File: config.mk
export PLATFORM = sky130hd
export DESIGN_NAME = stage_top
export DESIGN_NICKNAME = d
export VERILOG_FILES = /design/src/common/stage_pkg.sv /design/src/common/part_if.sv /design/src/hw/stage_part.sv /design/src/hw/stage_top.sv
export SDC_FILE = /design/constraint.sdc
export NUM_CORES = 1
export LEC_CHECK = 0
export ABC_AREA = 1
export BUFFER_PORTS_ARGS = -buffer_cell sky130_fd_sc_hd__buf_2
export CELL_PAD_IN_SITES_DETAIL_PLACEMENT = 0
export CELL_PAD_IN_SITES_GLOBAL_PLACEMENT = 1
export CORE_MARGIN = 2
export CORE_UTILIZATION = 25
export DETAILED_ROUTE_END_ITERATION = 12
export PLACE_DENSITY = 0.62
export SYNTH_ARGS = -nofsm -noshare
export SYNTH_HDL_FRONTEND = slang
export SYNTH_SLANG_ARGS = --single-unit
File: constraint.sdc
create_clock -name clk_sys_i -period 2.7 [get_ports clk_sys_i]
set_input_delay 0.405 -clock clk_sys_i [delete_from_list [all_inputs] [get_ports clk_sys_i]]
set_output_delay 0.405 -clock clk_sys_i [all_outputs]
set_load 0.1 [all_outputs]
File: src/common/stage_pkg.sv
/*
  shared constants of the reduced power stage controller: register offsets,
  field positions, reset values and the counter mode and state codes.
  assumes a 32-bit apb register bus with byte addresses.
*/
package stage_pkg;
  // register byte offsets
  localparam logic [7:0] OFF_CTRL      = 8'h00;
  localparam logic [7:0] OFF_RED_OCFG  = 8'h04;
  localparam logic [7:0] OFF_MAIN_OCFG = 8'h08;
  localparam logic [7:0] OFF_IN_A      = 8'h0C;
  localparam logic [7:0] OFF_IN_B      = 8'h10;
  localparam logic [7:0] OFF_SET_A     = 8'h14;
  localparam logic [7:0] OFF_RST_A     = 8'h18;
  localparam logic [7:0] OFF_SET_B     = 8'h1C;
  localparam logic [7:0] OFF_RST_B     = 8'h20;
  localparam logic [7:0] OFF_FLAGS     = 8'h24;
  localparam logic [7:0] OFF_MASK      = 8'h28;
  localparam logic [7:0] OFF_STATUS    = 8'h2C;
  // ctrl fields
  localparam int CTRL_RUN     = 0;
  localparam int CTRL_MODE_LO = 1;
  localparam int CTRL_CLK_SEL = 3;
  // reduced output config fields
  localparam int OCFG_EN_A  = 0;
  localparam int OCFG_EN_B  = 1;
  localparam int OCFG_POL   = 2;
  localparam int OCFG_DAT_A = 3;
  localparam int OCFG_DAT_B = 4;
  // input control fields
  localparam int INC_EN     = 0;
  localparam int INC_SENSE  = 1;
  localparam int INC_SRC_LO = 2;
  localparam int INC_RETRIG = 4;
  // flag register fields
  localparam int FLG_CYCLE_END = 0;
  localparam int FLG_RAMP_LO   = 1;
  localparam int FLG_EV_A      = 3;
  localparam int FLG_EV_B      = 4;
  localparam logic [7:0] FLAGS_RST = 8'h00;
  localparam logic [7:0] W1C_MASK  = 8'h19;
  localparam logic [11:0] CMP_RST  = 12'h000;
  // retrigger/event source numbers
  localparam logic [1:0] SRC_RED_PIN = 2'h0;
  localparam logic [1:0] SRC_COMP    = 2'h1;
  localparam logic [1:0] SRC_A_PIN   = 2'h2;
  localparam logic [1:0] SRC_B_PIN   = 2'h3;
  localparam int CMP_W = 12;

  typedef enum logic [1:0] {
    MODE_ONE  = 2'h0,
    MODE_TWO  = 2'h1,
    MODE_FOUR = 2'h2,
    MODE_CENT = 2'h3
  } mode_t;

  typedef enum logic [1:0] {
    ST_IDLE = 2'b01,
    ST_RUN  = 2'b10
  } state_t;
endpackage

File: src/common/part_if.sv
/*
  carrier between the controller top and one waveform part.
  assumes both ends share the system clock.
*/
`timescale 1ns/1ns
interface part_if;
  import stage_pkg::*;
  logic [CMP_W-1:0] cnt;
  logic [CMP_W-1:0] set_cmp;
  logic [CMP_W-1:0] rst_cmp;
  logic             window;
  logic             window_only;
  logic [3:0]       src;
  logic [4:0]       in_ctrl;
  logic             out_raw;
  logic             event_p;

  modport top  (output cnt, set_cmp, rst_cmp, window, window_only, src, in_ctrl,
                input out_raw, event_p);
  modport part (input cnt, set_cmp, rst_cmp, window, window_only, src, in_ctrl,
                output out_raw, event_p);
endinterface

File: src/hw/stage_part.sv
/*
  one waveform part: compare window for its output and its own input module
  (source select, edge sense, event pulse).
  assumes sources are already synchronised to clk_sys_i.
*/
`timescale 1ns/1ns
module stage_part
  import stage_pkg::*;
(
  input  wire logic clk_sys_i,
  input  wire logic rst_i,
  input  wire logic ce_i,
  part_if.part      p
);
  logic [3:0] src_prev_r;
  logic       sel_now;
  logic       sel_old;

  // edge taken on each source's own history, so a change of source or sense
  // never fakes an event
  assign sel_now = p.src[p.in_ctrl[INC_SRC_LO+1:INC_SRC_LO]];
  assign sel_old = src_prev_r[p.in_ctrl[INC_SRC_LO+1:INC_SRC_LO]];

  always_ff @(posedge clk_sys_i) begin
    if (rst_i) begin
      src_prev_r <= 4'h0;
    end else if (ce_i) begin
      src_prev_r <= p.src;
    end
  end

  // one pulse per rising edge, or falling edge when sense is set
  assign p.event_p = p.in_ctrl[INC_EN] & (sel_now ^ sel_old) &
                     (sel_now ^ p.in_ctrl[INC_SENSE]);

  // set compare opens, reset compare closes the part's active time; in four-ramp mode the window alone decides
  assign p.out_raw = p.window &
                     (p.window_only | ((p.cnt >= p.set_cmp) & (p.cnt < p.rst_cmp)));
endmodule

File: src/hw/stage_top.sv
/*
  reduced power stage controller with reset-time output forcing, input pull-up
  forcing, flags with interrupt, and an apb register slave.
  assumes fuses are static, pins are asynchronous, ticks are on clk_sys_i.
*/
// The APB slave port and the register offsets are this design's own decisions.
`timescale 1ns/1ns
module stage_top
  import stage_pkg::*;
(
  input  wire logic        clk_sys_i,
  input  wire logic        rst_i,
  input  wire logic        ce_i,
  input  wire logic        psel_i,
  input  wire logic        penable_i,
  input  wire logic        pwrite_i,
  input  wire logic [7:0]  paddr_i,
  input  wire logic [31:0] pwdata_i,
  output logic [31:0]      prdata_o,
  output logic             pready_o,
  output logic             pslverr_o,
  input  wire logic        io_tick_i,
  input  wire logic        pll_tick_i,
  input  wire logic        reduced_input_pin_i,
  input  wire logic        comparator_i,
  input  wire logic        reduced_input_a_pin_i,
  input  wire logic        reduced_input_b_pin_i,
  input  wire logic        reset_level_fuse_i,
  input  wire logic        reduced_reset_force_fuse_i,
  input  wire logic        main_reset_force_fuse_i,
  input  wire logic        aux_outputs_reset_fuse_i,
  input  wire logic        input_pullup_reset_fuse_i,
  output logic             reduced_out_a_o,
  output logic             reduced_out_b_o,
  output logic [3:0]       main_out_o,
  output logic [3:0]       pullup_force_o,
  output logic             irq_o
);
  part_if pa ();
  part_if pb ();

  state_t           state_r;
  logic [3:0]       ctrl_r;
  logic [4:0]       red_ocfg_r;
  logic [3:0]       main_ocfg_r;
  logic [4:0]       in_a_r;
  logic [4:0]       in_b_r;
  logic [CMP_W-1:0] set_a_r;
  logic [CMP_W-1:0] rst_a_r;
  logic [CMP_W-1:0] set_b_r;
  logic [CMP_W-1:0] rst_b_r;
  logic [7:0]       flags_r;
  logic [7:0]       mask_r;
  logic [CMP_W-1:0] cnt_r;
  logic [1:0]       ramp_r;
  logic             down_r;
  logic             force_red_r;
  logic             force_main_r;
  logic             force_aux_r;
  logic [3:0]       sync1_r;
  logic [3:0]       sync2_r;
  logic [31:0]      prdata_r;
  mode_t            mode;
  logic             tick;
  logic [CMP_W-1:0] top_val;
  logic             ramp_end;
  logic             last_ramp;
  logic             cycle_end;
  logic             retrig_a;
  logic             retrig_b;
  logic             wr_en;
  logic             mapped;
  logic [1:0]       b_first_ramp;

  assign mode = mode_t'(ctrl_r[CTRL_MODE_LO+1:CTRL_MODE_LO]);

  // two-flop synchronisers for the four asynchronous sources
  always_ff @(posedge clk_sys_i) begin
    if (rst_i) begin
      sync1_r <= 4'h0;
      sync2_r <= 4'h0;
    end else if (ce_i) begin
      sync1_r <= {reduced_input_b_pin_i, reduced_input_a_pin_i,
                  comparator_i, reduced_input_pin_i};
      sync2_r <= sync1_r;
    end
  end

  // apb decode; zero-wait slave, read data captured in setup phase
  assign wr_en     = psel_i & penable_i & pwrite_i & mapped;
  assign pready_o  = 1'b1;
  assign pslverr_o = psel_i & penable_i & ~mapped;
  assign prdata_o  = prdata_r;

  always_comb begin
    mapped = (paddr_i[1:0] == 2'h0) && (paddr_i <= OFF_STATUS);
  end

  always_ff @(posedge clk_sys_i) begin
    if (rst_i) begin
      prdata_r <= 32'h0000_0000;
    end else if (ce_i && psel_i && !penable_i) begin
      case (paddr_i)
        OFF_CTRL:      prdata_r <= {28'h0, ctrl_r};
        OFF_RED_OCFG:  prdata_r <= {27'h0, red_ocfg_r};
        OFF_MAIN_OCFG: prdata_r <= {28'h0, main_ocfg_r};
        OFF_IN_A:      prdata_r <= {27'h0, in_a_r};
        OFF_IN_B:      prdata_r <= {27'h0, in_b_r};
        OFF_SET_A:     prdata_r <= {20'h0, set_a_r};
        OFF_RST_A:     prdata_r <= {20'h0, rst_a_r};
        OFF_SET_B:     prdata_r <= {20'h0, set_b_r};
        OFF_RST_B:     prdata_r <= {20'h0, rst_b_r};
        OFF_FLAGS:     prdata_r <= {24'h0, flags_r};
        OFF_MASK:      prdata_r <= {24'h0, mask_r};
        OFF_STATUS:    prdata_r <= {15'h0, force_aux_r, force_main_r, force_red_r,
                                    ramp_r, cnt_r};
        default:       prdata_r <= 32'h0000_0000;
      endcase
    end
  end

  // configuration registers written by software
  always_ff @(posedge clk_sys_i) begin
    if (rst_i) begin
      ctrl_r      <= 4'h0;
      red_ocfg_r  <= 5'h00;
      main_ocfg_r <= 4'h0;
      in_a_r      <= 5'h00;
      in_b_r      <= 5'h00;
      set_a_r     <= CMP_RST;
      rst_a_r     <= CMP_RST;
      set_b_r     <= CMP_RST;
      rst_b_r     <= CMP_RST;
      mask_r      <= FLAGS_RST;
    end else if (ce_i && wr_en) begin
      case (paddr_i)
        OFF_CTRL:      ctrl_r      <= pwdata_i[3:0];
        OFF_RED_OCFG:  red_ocfg_r  <= pwdata_i[4:0];
        OFF_MAIN_OCFG: main_ocfg_r <= pwdata_i[3:0];
        OFF_IN_A:      in_a_r      <= pwdata_i[4:0];
        OFF_IN_B:      in_b_r      <= pwdata_i[4:0];
        OFF_SET_A:     set_a_r     <= pwdata_i[CMP_W-1:0];
        OFF_RST_A:     rst_a_r     <= pwdata_i[CMP_W-1:0];
        OFF_SET_B:     set_b_r     <= pwdata_i[CMP_W-1:0];
        OFF_RST_B:     rst_b_r     <= pwdata_i[CMP_W-1:0];
        OFF_MASK:      mask_r      <= pwdata_i[7:0] & W1C_MASK;
        default:       ;
      endcase
    end
  end

  // forcing latches: loaded from the static fuses while reset is held
  always_ff @(posedge clk_sys_i) begin
    if (rst_i) begin
      force_red_r  <= ~reduced_reset_force_fuse_i;
      force_main_r <= ~main_reset_force_fuse_i;
      force_aux_r  <= ~aux_outputs_reset_fuse_i;
    end else if (ce_i && wr_en) begin
      if (paddr_i == OFF_RED_OCFG) begin
        force_red_r <= 1'b0;
      end
      if (paddr_i == OFF_MAIN_OCFG) begin
        force_main_r <= 1'b0;
        force_aux_r  <= 1'b0;
      end
    end
  end

  // pull-ups forced only while reset is active, on all four inputs including reduced input b
  assign pullup_force_o = {4{rst_i & ~input_pullup_reset_fuse_i}};

  // tick selection between io and pll clock sources
  assign tick = ctrl_r[CTRL_CLK_SEL] ? pll_tick_i : io_tick_i;

  // ramp top values and the first ramp of part b for each mode
  always_comb begin
    top_val      = rst_b_r;
    last_ramp    = 1'b1;
    b_first_ramp = 2'h0;
    case (mode)
      MODE_ONE: begin
        top_val = rst_b_r;
      end
      MODE_TWO: begin
        top_val      = ramp_r[0] ? rst_b_r : rst_a_r;
        last_ramp    = ramp_r[0];
        b_first_ramp = 2'h1;
      end
      MODE_FOUR: begin
        case (ramp_r)
          2'h0:    top_val = set_a_r;
          2'h1:    top_val = rst_a_r;
          2'h2:    top_val = set_b_r;
          default: top_val = rst_b_r;
        endcase
        last_ramp    = (ramp_r == 2'h3);
        b_first_ramp = 2'h2;
      end
      MODE_CENT: begin
        top_val   = down_r ? CMP_RST : rst_b_r;
        last_ramp = down_r;
      end
      default: ;
    endcase
  end

  assign ramp_end  = (cnt_r == top_val);
  assign retrig_a  = pa.event_p & in_a_r[INC_RETRIG];
  assign retrig_b  = pb.event_p & in_b_r[INC_RETRIG];
  assign cycle_end = (state_r == ST_RUN) &
                     ((tick & ramp_end & last_ramp) | retrig_b);

  // run state and the single up/down counter
  always_ff @(posedge clk_sys_i) begin
    if (rst_i) begin
      state_r <= ST_IDLE;
      cnt_r   <= CMP_RST;
      ramp_r  <= 2'h0;
      down_r  <= 1'b0;
    end else if (ce_i) begin
      case (state_r)
        ST_IDLE: begin
          cnt_r  <= CMP_RST;
          ramp_r <= 2'h0;
          down_r <= 1'b0;
          if (ctrl_r[CTRL_RUN]) begin
            state_r <= ST_RUN;
          end
        end
        ST_RUN: begin
          if (!ctrl_r[CTRL_RUN]) begin
            state_r <= ST_IDLE;
          end else if (retrig_b) begin
            // retriggers act at once; waiting for a tick would drop the pulse
            cnt_r  <= CMP_RST;
            ramp_r <= 2'h0;
            down_r <= 1'b0;
          end else if (retrig_a) begin
            // retrigger ends sub-cycle a; single-ramp modes restart at zero
            cnt_r  <= CMP_RST;
            ramp_r <= b_first_ramp;
            down_r <= 1'b0;
          end else if (tick) begin
            if (mode == MODE_CENT) begin
              if (ramp_end) begin
                down_r <= ~down_r;
                ramp_r <= {1'b0, ~down_r};
              end else begin
                cnt_r <= down_r ? cnt_r - 12'h001 : cnt_r + 12'h001;
              end
            end else if (ramp_end) begin
              cnt_r  <= CMP_RST;
              ramp_r <= last_ramp ? 2'h0 : ramp_r + 2'h1;
            end else begin
              cnt_r <= cnt_r + 12'h001;
            end
          end
        end
        default: state_r <= ST_IDLE;
      endcase
    end
  end

  // sticky flags; a hardware set in the same cycle as a clear wins
  always_ff @(posedge clk_sys_i) begin
    if (rst_i) begin
      flags_r <= FLAGS_RST;
    end else if (ce_i) begin
      if (wr_en && paddr_i == OFF_FLAGS) begin
        flags_r <= flags_r & ~(pwdata_i[7:0] & W1C_MASK);
      end
      if (cycle_end) begin
        flags_r[FLG_CYCLE_END] <= 1'b1;
      end
      if (pa.event_p) begin
        flags_r[FLG_EV_A] <= 1'b1;
      end
      if (pb.event_p) begin
        flags_r[FLG_EV_B] <= 1'b1;
      end
      if (pa.event_p || pb.event_p) begin
        flags_r[FLG_RAMP_LO+1:FLG_RAMP_LO] <= ramp_r;
      end
    end
  end

  assign irq_o = |(flags_r & mask_r & W1C_MASK);

  // part a: window per mode
  assign pa.cnt         = cnt_r;
  assign pa.set_cmp     = set_a_r;
  assign pa.rst_cmp     = rst_a_r;
  assign pa.window      = (state_r == ST_RUN) &
                          ((mode == MODE_ONE) | (mode == MODE_CENT) |
                           ((mode == MODE_TWO) & (ramp_r == 2'h0)) |
                           ((mode == MODE_FOUR) & (ramp_r == 2'h1)));
  assign pa.window_only = (mode == MODE_FOUR);
  assign pa.src         = sync2_r;
  assign pa.in_ctrl     = in_a_r;

  // part b: window per mode
  assign pb.cnt         = cnt_r;
  assign pb.set_cmp     = set_b_r;
  assign pb.rst_cmp     = rst_b_r;
  assign pb.window      = (state_r == ST_RUN) &
                          ((mode == MODE_ONE) | (mode == MODE_CENT) |
                           ((mode == MODE_TWO) & (ramp_r == 2'h1)) |
                           ((mode == MODE_FOUR) & (ramp_r == 2'h3)));
  assign pb.window_only = (mode == MODE_FOUR);
  assign pb.src         = sync2_r;
  assign pb.in_ctrl     = in_b_r;

  stage_part u_part_a (
    .clk_sys_i (clk_sys_i),
    .rst_i     (rst_i),
    .ce_i      (ce_i),
    .p         (pa)
  );

  stage_part u_part_b (
    .clk_sys_i (clk_sys_i),
    .rst_i     (rst_i),
    .ce_i      (ce_i),
    .p         (pb)
  );

  // output flops; during reset the fuse decides forced level or low.
  // reset is honoured even with the clock enable low so forcing is never late
  always_ff @(posedge clk_sys_i) begin
    if (rst_i) begin
      reduced_out_a_o <= reduced_reset_force_fuse_i ? 1'b0 : reset_level_fuse_i;
      reduced_out_b_o <= reduced_reset_force_fuse_i ? 1'b0 : reset_level_fuse_i;
      main_out_o[1:0] <= main_reset_force_fuse_i ? 2'h0 : {2{reset_level_fuse_i}};
      main_out_o[3:2] <= aux_outputs_reset_fuse_i ? 2'h0 : {2{reset_level_fuse_i}};
    end else if (ce_i) begin
      if (force_red_r) begin
        reduced_out_a_o <= reset_level_fuse_i;
        reduced_out_b_o <= reset_level_fuse_i;
      end else begin
        reduced_out_a_o <= red_ocfg_r[OCFG_EN_A] ?
                           pa.out_raw ^ red_ocfg_r[OCFG_POL] : red_ocfg_r[OCFG_DAT_A];
        reduced_out_b_o <= red_ocfg_r[OCFG_EN_B] ?
                           pb.out_raw ^ red_ocfg_r[OCFG_POL] : red_ocfg_r[OCFG_DAT_B];
      end
      main_out_o[1:0] <= force_main_r ? {2{reset_level_fuse_i}} : main_ocfg_r[1:0];
      main_out_o[3:2] <= force_aux_r ? {2{reset_level_fuse_i}} : main_ocfg_r[3:2];
    end
  end
endmodule
==> results of run 1 <==
[sequential cells by signal, indices dropped and copies added, names as in the netlist, 5 cells and up]
name / count
cnt_r: 12
flags_r: 5
in_a_r: 5
in_b_r: 5
pa.rst_cmp: 12
pa.set_cmp: 12
pb.rst_cmp: 12
pb.set_cmp: 12
prdata_o: 17
red_ocfg_r: 5
[synthesized netlist by cell type, drive strengths merged]
cell type,count,area share
o2111ai,2,0.0020
edfxtp,9,0.030
nor3,8,0.0056
nor2,185,0.088
o21ai,65,0.037
o31ai,1,0.00084
nand3,80,0.046
conb,2,0.00084
a21boi,1,0.00084
clkbuf,29,0.012
clkinv,6,0.0025
o221ai,10,0.0098
a31oi,2,0.0014
a221oi,6,0.0059
xnor2,1,0.00098
a211oi,75,0.063
or2,3,0.0021
buf,44,0.033
xor2,8,0.0078
nand2,336,0.14
dfxtp,125,0.28
o21a,4,0.0033
inv,141,0.059
a21oi,82,0.046
a211o,1,0.00098
nor4,1,0.00070
o21bai,3,0.0029
ha,61,0.085
o22ai,24,0.017
nand4,18,0.013
o211ai,2,0.0017
[worst max path at each step]
stage / startpoint / to / slack (ns) / cells after the start
after detailed placement: ramp_r[1] / ramp_r[1] / 0.14 / 19
after floorplan: rst_i / pullup_force_o[1] / 0.14 / 5
final: ramp_r[1] / cnt_r[11] / 0.24 / 21
after CTS: ramp_r[1] / ramp_r[1] / 0.1 / 19
after global placement: ramp_r[1] / flags_r[0] / 0.12 / 19
after global routing: ramp_r[1] / cnt_r[11] / -0.008 / 19
[kinds of logic after synthesis]
group,after synthesis,synth area share
other cells,2,0.000837
simple gates,631,0.298
buf+inv,220,0.107
compound gates,278,0.192
xor+xnor,9,0.00878
flops,134,0.309
fa+ha+maj,61,0.0850
[cell type report]
type	count	area, sq um
clock buffer	19	433
clock inverter	13	124
fill	3900	24800
inverter	147	554
multi-input combinational	995	5330
sequential	134	2780
tap	461	577
timing repair buffer	117	845
[tightest hold or removal path: stages]
cell    delay (ns)
buf_2         0.08
nor2_1        0.03
nor2_1        0.08
[where the power goes]
part	internal (uW)	switching (uW)
registers	2040	39.1
clock network	1280	989
logic	203	559
[cell usage in the layout (no fill, tap or decap), types with 18 or more instances in the layout]
cell type / netlist / routed
inv_1: 130 / 130
buf_4: 20 / 47
nand2_1: 332 / 330
a21oi_1: 81 / 81
nand3_1: 77 / 77
nor2_2: 18 / 21
o21ai_0: 55 / 55
dfxtp_1: 125 / 123
nor2_1: 161 / 158
buf_2: 15 / 60
a211oi_1: 75 / 75
nand4_1: 18 / 18
o22ai_1: 24 / 24
ha_1: 61 / 60
[layer usage]
layer / global-route usage / wire [um] / up-vias
li1: - / - / 4593
met1: 0.231 / 15200 / 4121
met2: 0.252 / 13600 / 171
met3: 0.0241 / 1110 / 30
met4: 0.0447 / 485 / 0
met5: 0 / 0 / -
[timing repair]
item	CTS	global route
hold buffers	0	0
endpoints found under the setup margin	0	16
setup buffers	0	0
gates resized for setup	0	11
[stage by stage]
step                      cells  hold WS (ns)
after floorplan            1349         0.449
after global placement     1854         0.452
after detailed placement   1854         0.456
after CTS                  1886         0.188
after global routing       1886         0.203
final                      1886         0.193
==> flow_summary_export.csv, run 1 <==
group,metric,value,unit
clocking,clockBufferDepth,2,
power,irDropWorstVdd,0.294,mV
worst_setup_path,cp_data_required_time,3.07,ns
clocking,cts_root_buf,"clkbuf_16",
sta,setup_violations,0,
yosys,ys_seq_elements,134,
drt,vias,8915,
worst_setup_path,r2r-start,"ramp_r[1]",
drt,first_iter_violations,624,
sta,fmax,0.406,GHz
worst_setup_path,r2r_cells,21,
finish,final_cell_area,10600,sq um
finish,final_layout_size_suffix_gt1_frac,0.144,
drt,ant_nets,0,
sta,min_period_over_period,0.912,
worst_setup_path,critPathTopFamily,"simple AND/OR/NAND/NOR gates",
sta,fin_crit,2.46,ns
die,row_count,69,
grt,grt_max_degree,63,
finish,syn2layout_area_growth,18.5,%
clocking,h-tree-depth,4,
worst_setup_path,crit_chain,"inv_1 > ha_1 > buf_6 > nand2_1 > nand3_1 > nand2_1 > nand2_1 > nand2_1 > nand2_1 > nand2_1 > nand2_1 > inv_2 > nand2_2 > nor2_4 > buf_4 > nand3_1 > nand2_4 > inv_4 > nand2_1 > nand2_1 > nor2_1",
die,io_pins,102,
sta,slew_headroom,0.462,
yosys,ys_types,48,
yosys,avgSynthCellArea,6.72,sq um
grt,grt_pass1_vias,8218,
yosys,synth_area,8980,sq um
finish,utilization,0.300,
grt,grt_pass1_wl,47500,um
sta,worst_pin_slew,0.807,ns
place,pre_cts_ws,0.137,ns
drt,wirelength,30400,um
die,coreArea,35500,sq um
run_status,outcome,"finished clean",
finish,num_antenna_cells,0,
worst_setup_path,path_max_fanout,13,
power,power.leakage,0.00452,uW
clocking,cts_buffers,17,
sta,worst_slack,0.237,ns
worst_setup_path,slowest_stage,"dfxtp_2",
yosys,yosysSeqAreaShare,0.309,
worst_setup_path,cp.arrival,2.83,ns
min_path,hold_end,"sync1_r[2]",
worst_setup_path,path_class,"reg2reg",
drt,dr.pass1.iters,4,
die,start_util,0.253,
clocking,cts_tree,"built",
worst_setup_path,path_common_cell,"nand2_1",
sta,rsz0062_at_grt,"true",
worst_setup_path,rr_endpoint,"cnt_r[11]",
drt,post_drt_wl_per_cell,16.1,um
worst_setup_path,worst_setup_path_end_kind,"flop",
grt,antenna_found_initial,0,
power,power_density,480,nW/um^2
place,place_area,10000,sq um
yosys,yosysWarnings,0,
min_path,holdPathStages,3,
run,max-cap-violations,0,
die,die_w,193,um
grt,grt.total_usage,0.162,
worst_setup_path,crit_path_start_kind,"flop",
worst_setup_path,cp.buffers_inverters,5,
yosys,syn_inst,1335,
sta,skew,0.0109,ns
sta,report.final.hold_viol_count,0,
worst_setup_path,cp_slowest_stage_delay,0.38,ns
min_path,min_from,"reduced_input_a_pin_i",
place,hpwl,23700,um
power,finalPower,5110,uW
sta,setup_tns,0,ns
worst_setup_path,reg2reg_slack,0.24,ns
clocking,cts.clk_slew.worst_paths,0.07,ns
die,die_h,193,um
drt,vias_per_cell,4.73,
die,dieArea,37400,sq um
sta,slew_viol_final,0,
min_path,hold_path.class,"in2reg",
clocking,cts.sinks,134,
clocking,clkLatencyLatePin,0.44,ns
grt,grt_overflow,0,
place,port_buffers,65,
place,gp_congestion,0.867,
finish,fin_nets,1530,
drt,drc,0,
Note: power is estimated with default switching activity, not from simulation.
==> run 2: changes to the inputs <==
--- a/config.mk
+++ b/config.mk
@@ -5,14 +5,13 @@
 export SDC_FILE = /design/constraint.sdc
 export NUM_CORES = 1
 export LEC_CHECK = 0
-export ABC_AREA = 1
 export BUFFER_PORTS_ARGS = -buffer_cell sky130_fd_sc_hd__buf_2
 export CELL_PAD_IN_SITES_DETAIL_PLACEMENT = 0
 export CELL_PAD_IN_SITES_GLOBAL_PLACEMENT = 1
 export CORE_MARGIN = 2
 export CORE_UTILIZATION = 25
 export DETAILED_ROUTE_END_ITERATION = 12
-export PLACE_DENSITY = 0.62
+export PLACE_DENSITY = 0.61
 export SYNTH_ARGS = -nofsm -noshare
 export SYNTH_HDL_FRONTEND = slang
 export SYNTH_SLANG_ARGS = --single-unit
==> flow_summary_export.csv, run 2 <==
group,metric,value,unit
run_status,outcome,"finished with violations",
run_status,violations,"setup timing",
power,finalPower,5100,uW
finish,final_layout_size_suffix_gt1_frac,0.266,
die,die_w,185,um
power,power_density,471,nW/um^2
drt,vias,8091,
place,gp_congestion,0.917,
grt,antenna_found_initial,0,
finish,fin_nets,1288,
clocking,cts_root_buf,"clkbuf_16",
yosys,async_flop_share,0,
sta,setup_violations,16,
worst_setup_path,crit_path_start_kind,"flop",
sta,slew_headroom,0.482,
clocking,h-tree-depth,4,
worst_setup_path,path_class,"reg2reg",
finish,fillCellCount,3428,
drt,ant_nets,0,
grt,grt.total_usage,0.187,
sta,fmax,0.325,GHz
yosys,synth.top_cell.area_share,0.305,
finish,multiInputGateArea,5110,sq um
sta,min_period_over_period,1.14,
worst_setup_path,path_max_fanout,11,
sta,report.final.hold_viol_count,0,
clocking,clockBufferDepth,2,
grt,grt_pass1_wl,48000,um
die,row_count,66,
place,hpwl,23800,um
yosys,yosysSeqAreaShare,0.338,
drt,vias_per_cell,4.98,
drt,drc,0,
sta,slew_viol_final,0,
place,port_buffers,65,
worst_setup_path,critPathTopFamily,"compound AO/OA/AOI/OAI gates",
yosys,ys_types,69,
sta,worst_pin_slew,0.777,ns
worst_setup_path,cp_slowest_stage_delay,0.50,ns
sta,fin_crit,3.08,ns
yosys,synth_edf_count,9,
drt,post_drt_wl_per_cell,19.3,um
yosys,yosysTopAreaCell,"dfxtp_1",
die,io_pins,102,
yosys,synth_ff_type,"dfxtp_1",
sta,rsz0062_at_grt,"true",
worst_setup_path,path_common_cell,"buf_4",
worst_setup_path,cp.arrival,3.47,ns
min_path,hold_path.class,"in2reg",
worst_setup_path,crit_chain,"buf_4 > ha_4 > a222oi_1 > buf_4 > o31ai_1 > a222oi_1 > buf_4 > xnor2_4 > nor3_4 > or4_4 > buf_8 > nor3_2 > a211o_1",
finish,largest_reg_flops,17,
finish,most-common-layout-cells,"nand2_1 (148), buf_4 (138), dfxtp_1 (117), a21oi_1 (87), nor2_1 (80)",
yosys,avgSynthCellArea,8.18,sq um
yosys,ys_seq_elements,134,
grt,grt_max_degree,68,
die,coreArea,32500,sq um
sta,whs,0.197,ns
finish,syn2layout_area_growth,32.2,%
finish,final_common_cell,"nand2_1",
yosys,yosysMostFrequentCell,"nand2_1",
worst_setup_path,cp_data_required_time,3.09,ns
clocking,cts.sinks,134,
clocking,cts_hold_buffers,0,
drt,dr.pass1.iters,8,
clocking,cts_tree,"built",
finish,num_antenna_cells,0,
run,max-cap-violations,0,
yosys,synth_commonest_cells,"nand2_1 (150), dfxtp_1 (125), a21oi_1 (92)",
grt,grt_overflow,0,
worst_setup_path,slowest_stage,"a222oi_1",
drt,wirelength,31400,um
die,die_h,185,um
place,pre_cts_ws,-0.522,ns
yosys,syn_inst,1003,
power,irDropWorstVdd,0.406,mV
yosys,synth_area_leaders,"dfxtp_1 (31%), ha_1 (9.3%), nand2_1 (6.9%)",
clocking,clkLatencyLatePin,0.44,ns
power,power.leakage,0.00422,uW
clocking,cts_buffers,17,
finish,regArea,2790,sq um
yosys,synth_area,8200,sq um
grt,grt_pass1_vias,7872,
yosys,yosysWarnings,0,
worst_setup_path,cp.buffers_inverters,4,
die,start_util,0.253,
drt,first_iter_violations,730,
clocking,cts.clk_slew.worst_paths,0.07,ns
die,dieArea,34300,sq um
sta,worst_slack,-0.377,ns
sta,skew,0.0116,ns
worst_setup_path,worst_setup_path_end_kind,"flop",
## run 2: what timing repair did
| action | CTS | global route |
|---|---|---|
| pin swaps | 13 | 12 |
| resized for setup | 36 | 30 |
| endpoints found under the setup margin | 18 | 18 |
| buffers inserted | 3 | 6 |
| cloned | 0 | 1 |
## run 2: worst reg2reg max path, stage by stage (launching register included)
cell	delay [ns]
dfxtp_4	0.36
buf_4	0.15
ha_4	0.20
a222oi_1	0.50
buf_4	0.21
o31ai_1	0.06
a222oi_1	0.29
buf_4	0.20
xnor2_4	0.13
nor3_4	0.06
or4_4	0.44
buf_8	0.17
nor3_2	0.15
a211o_1	0.12
## run 2: kinds of logic after synthesis
kind of cell               after synthesis  share of synthesized area
DFF                                    134                      0.338
buffers and inverters                  142                     0.0784
adders and majority gates               61                     0.0931
other                                    2                   0.000916
and+or+nand+nor                        330                      0.181
AOI/OAI and AO/OA                      271                      0.226
xor gates and xnor gates                 8                    0.00854
muxes                                   55                     0.0735
## run 2: area by class of cell
cell class	count	share of cell area
Multi-Input combinational cell	741	0.471
Sequential cell	134	0.257
Timing Repair Buffer	210	0.139
Tap cell	442	0.0510
Clock buffer	19	0.0419
Inverter	66	0.0233
Clock inverter	13	0.0168
## run 2: worst paths after layout
kind	from	cells past startpoint	endpoint	slack, ns
min	reduced_input_pin_i	3	sync1_r[0]	0.20
max reg2reg	ramp_r[1]	13	cnt_r[10]	-0.38
max	ramp_r[1]	13	cnt_r[10]	-0.38
min reg2reg	prdata_o[16]	2	prdata_o[16]	0.45
## run 2: power breakdown
part           switching (uW)  internal [uW]
logic                     392           94.9
clock network            1030           1540
registers                16.4           2020
total                    1440           3660
## run 2: stage by stage
| step | utilization | area [sq um] | TNS (ns) | instances |
|---|---|---|---|---|
| 6_report | 0.334 | 10800 | -5.23 | 1625 |
| 5_1_grt | 0.334 | 10800 | -6.85 | 1625 |
| 3_3_place_gp | 0.305 | 9890 | -7.38 | 1583 |
| 2_1_floorplan | - | 8360 | -1.94 | 1017 |
| 3_5_place_dp | 0.305 | 9890 | -7.41 | 1583 |
| 4_1_cts | 0.329 | 10700 | -4.84 | 1618 |
## run 2: per-layer routing
| metal | global-route usage | routed length, um |
|---|---|---|
| met4 | 0.0460 | 349 |
| met1 | 0.257 | 14600 |
| met2 | 0.304 | 14300 |
| met5 | 0 | 0 |
| met3 | 0.0336 | 2090 |
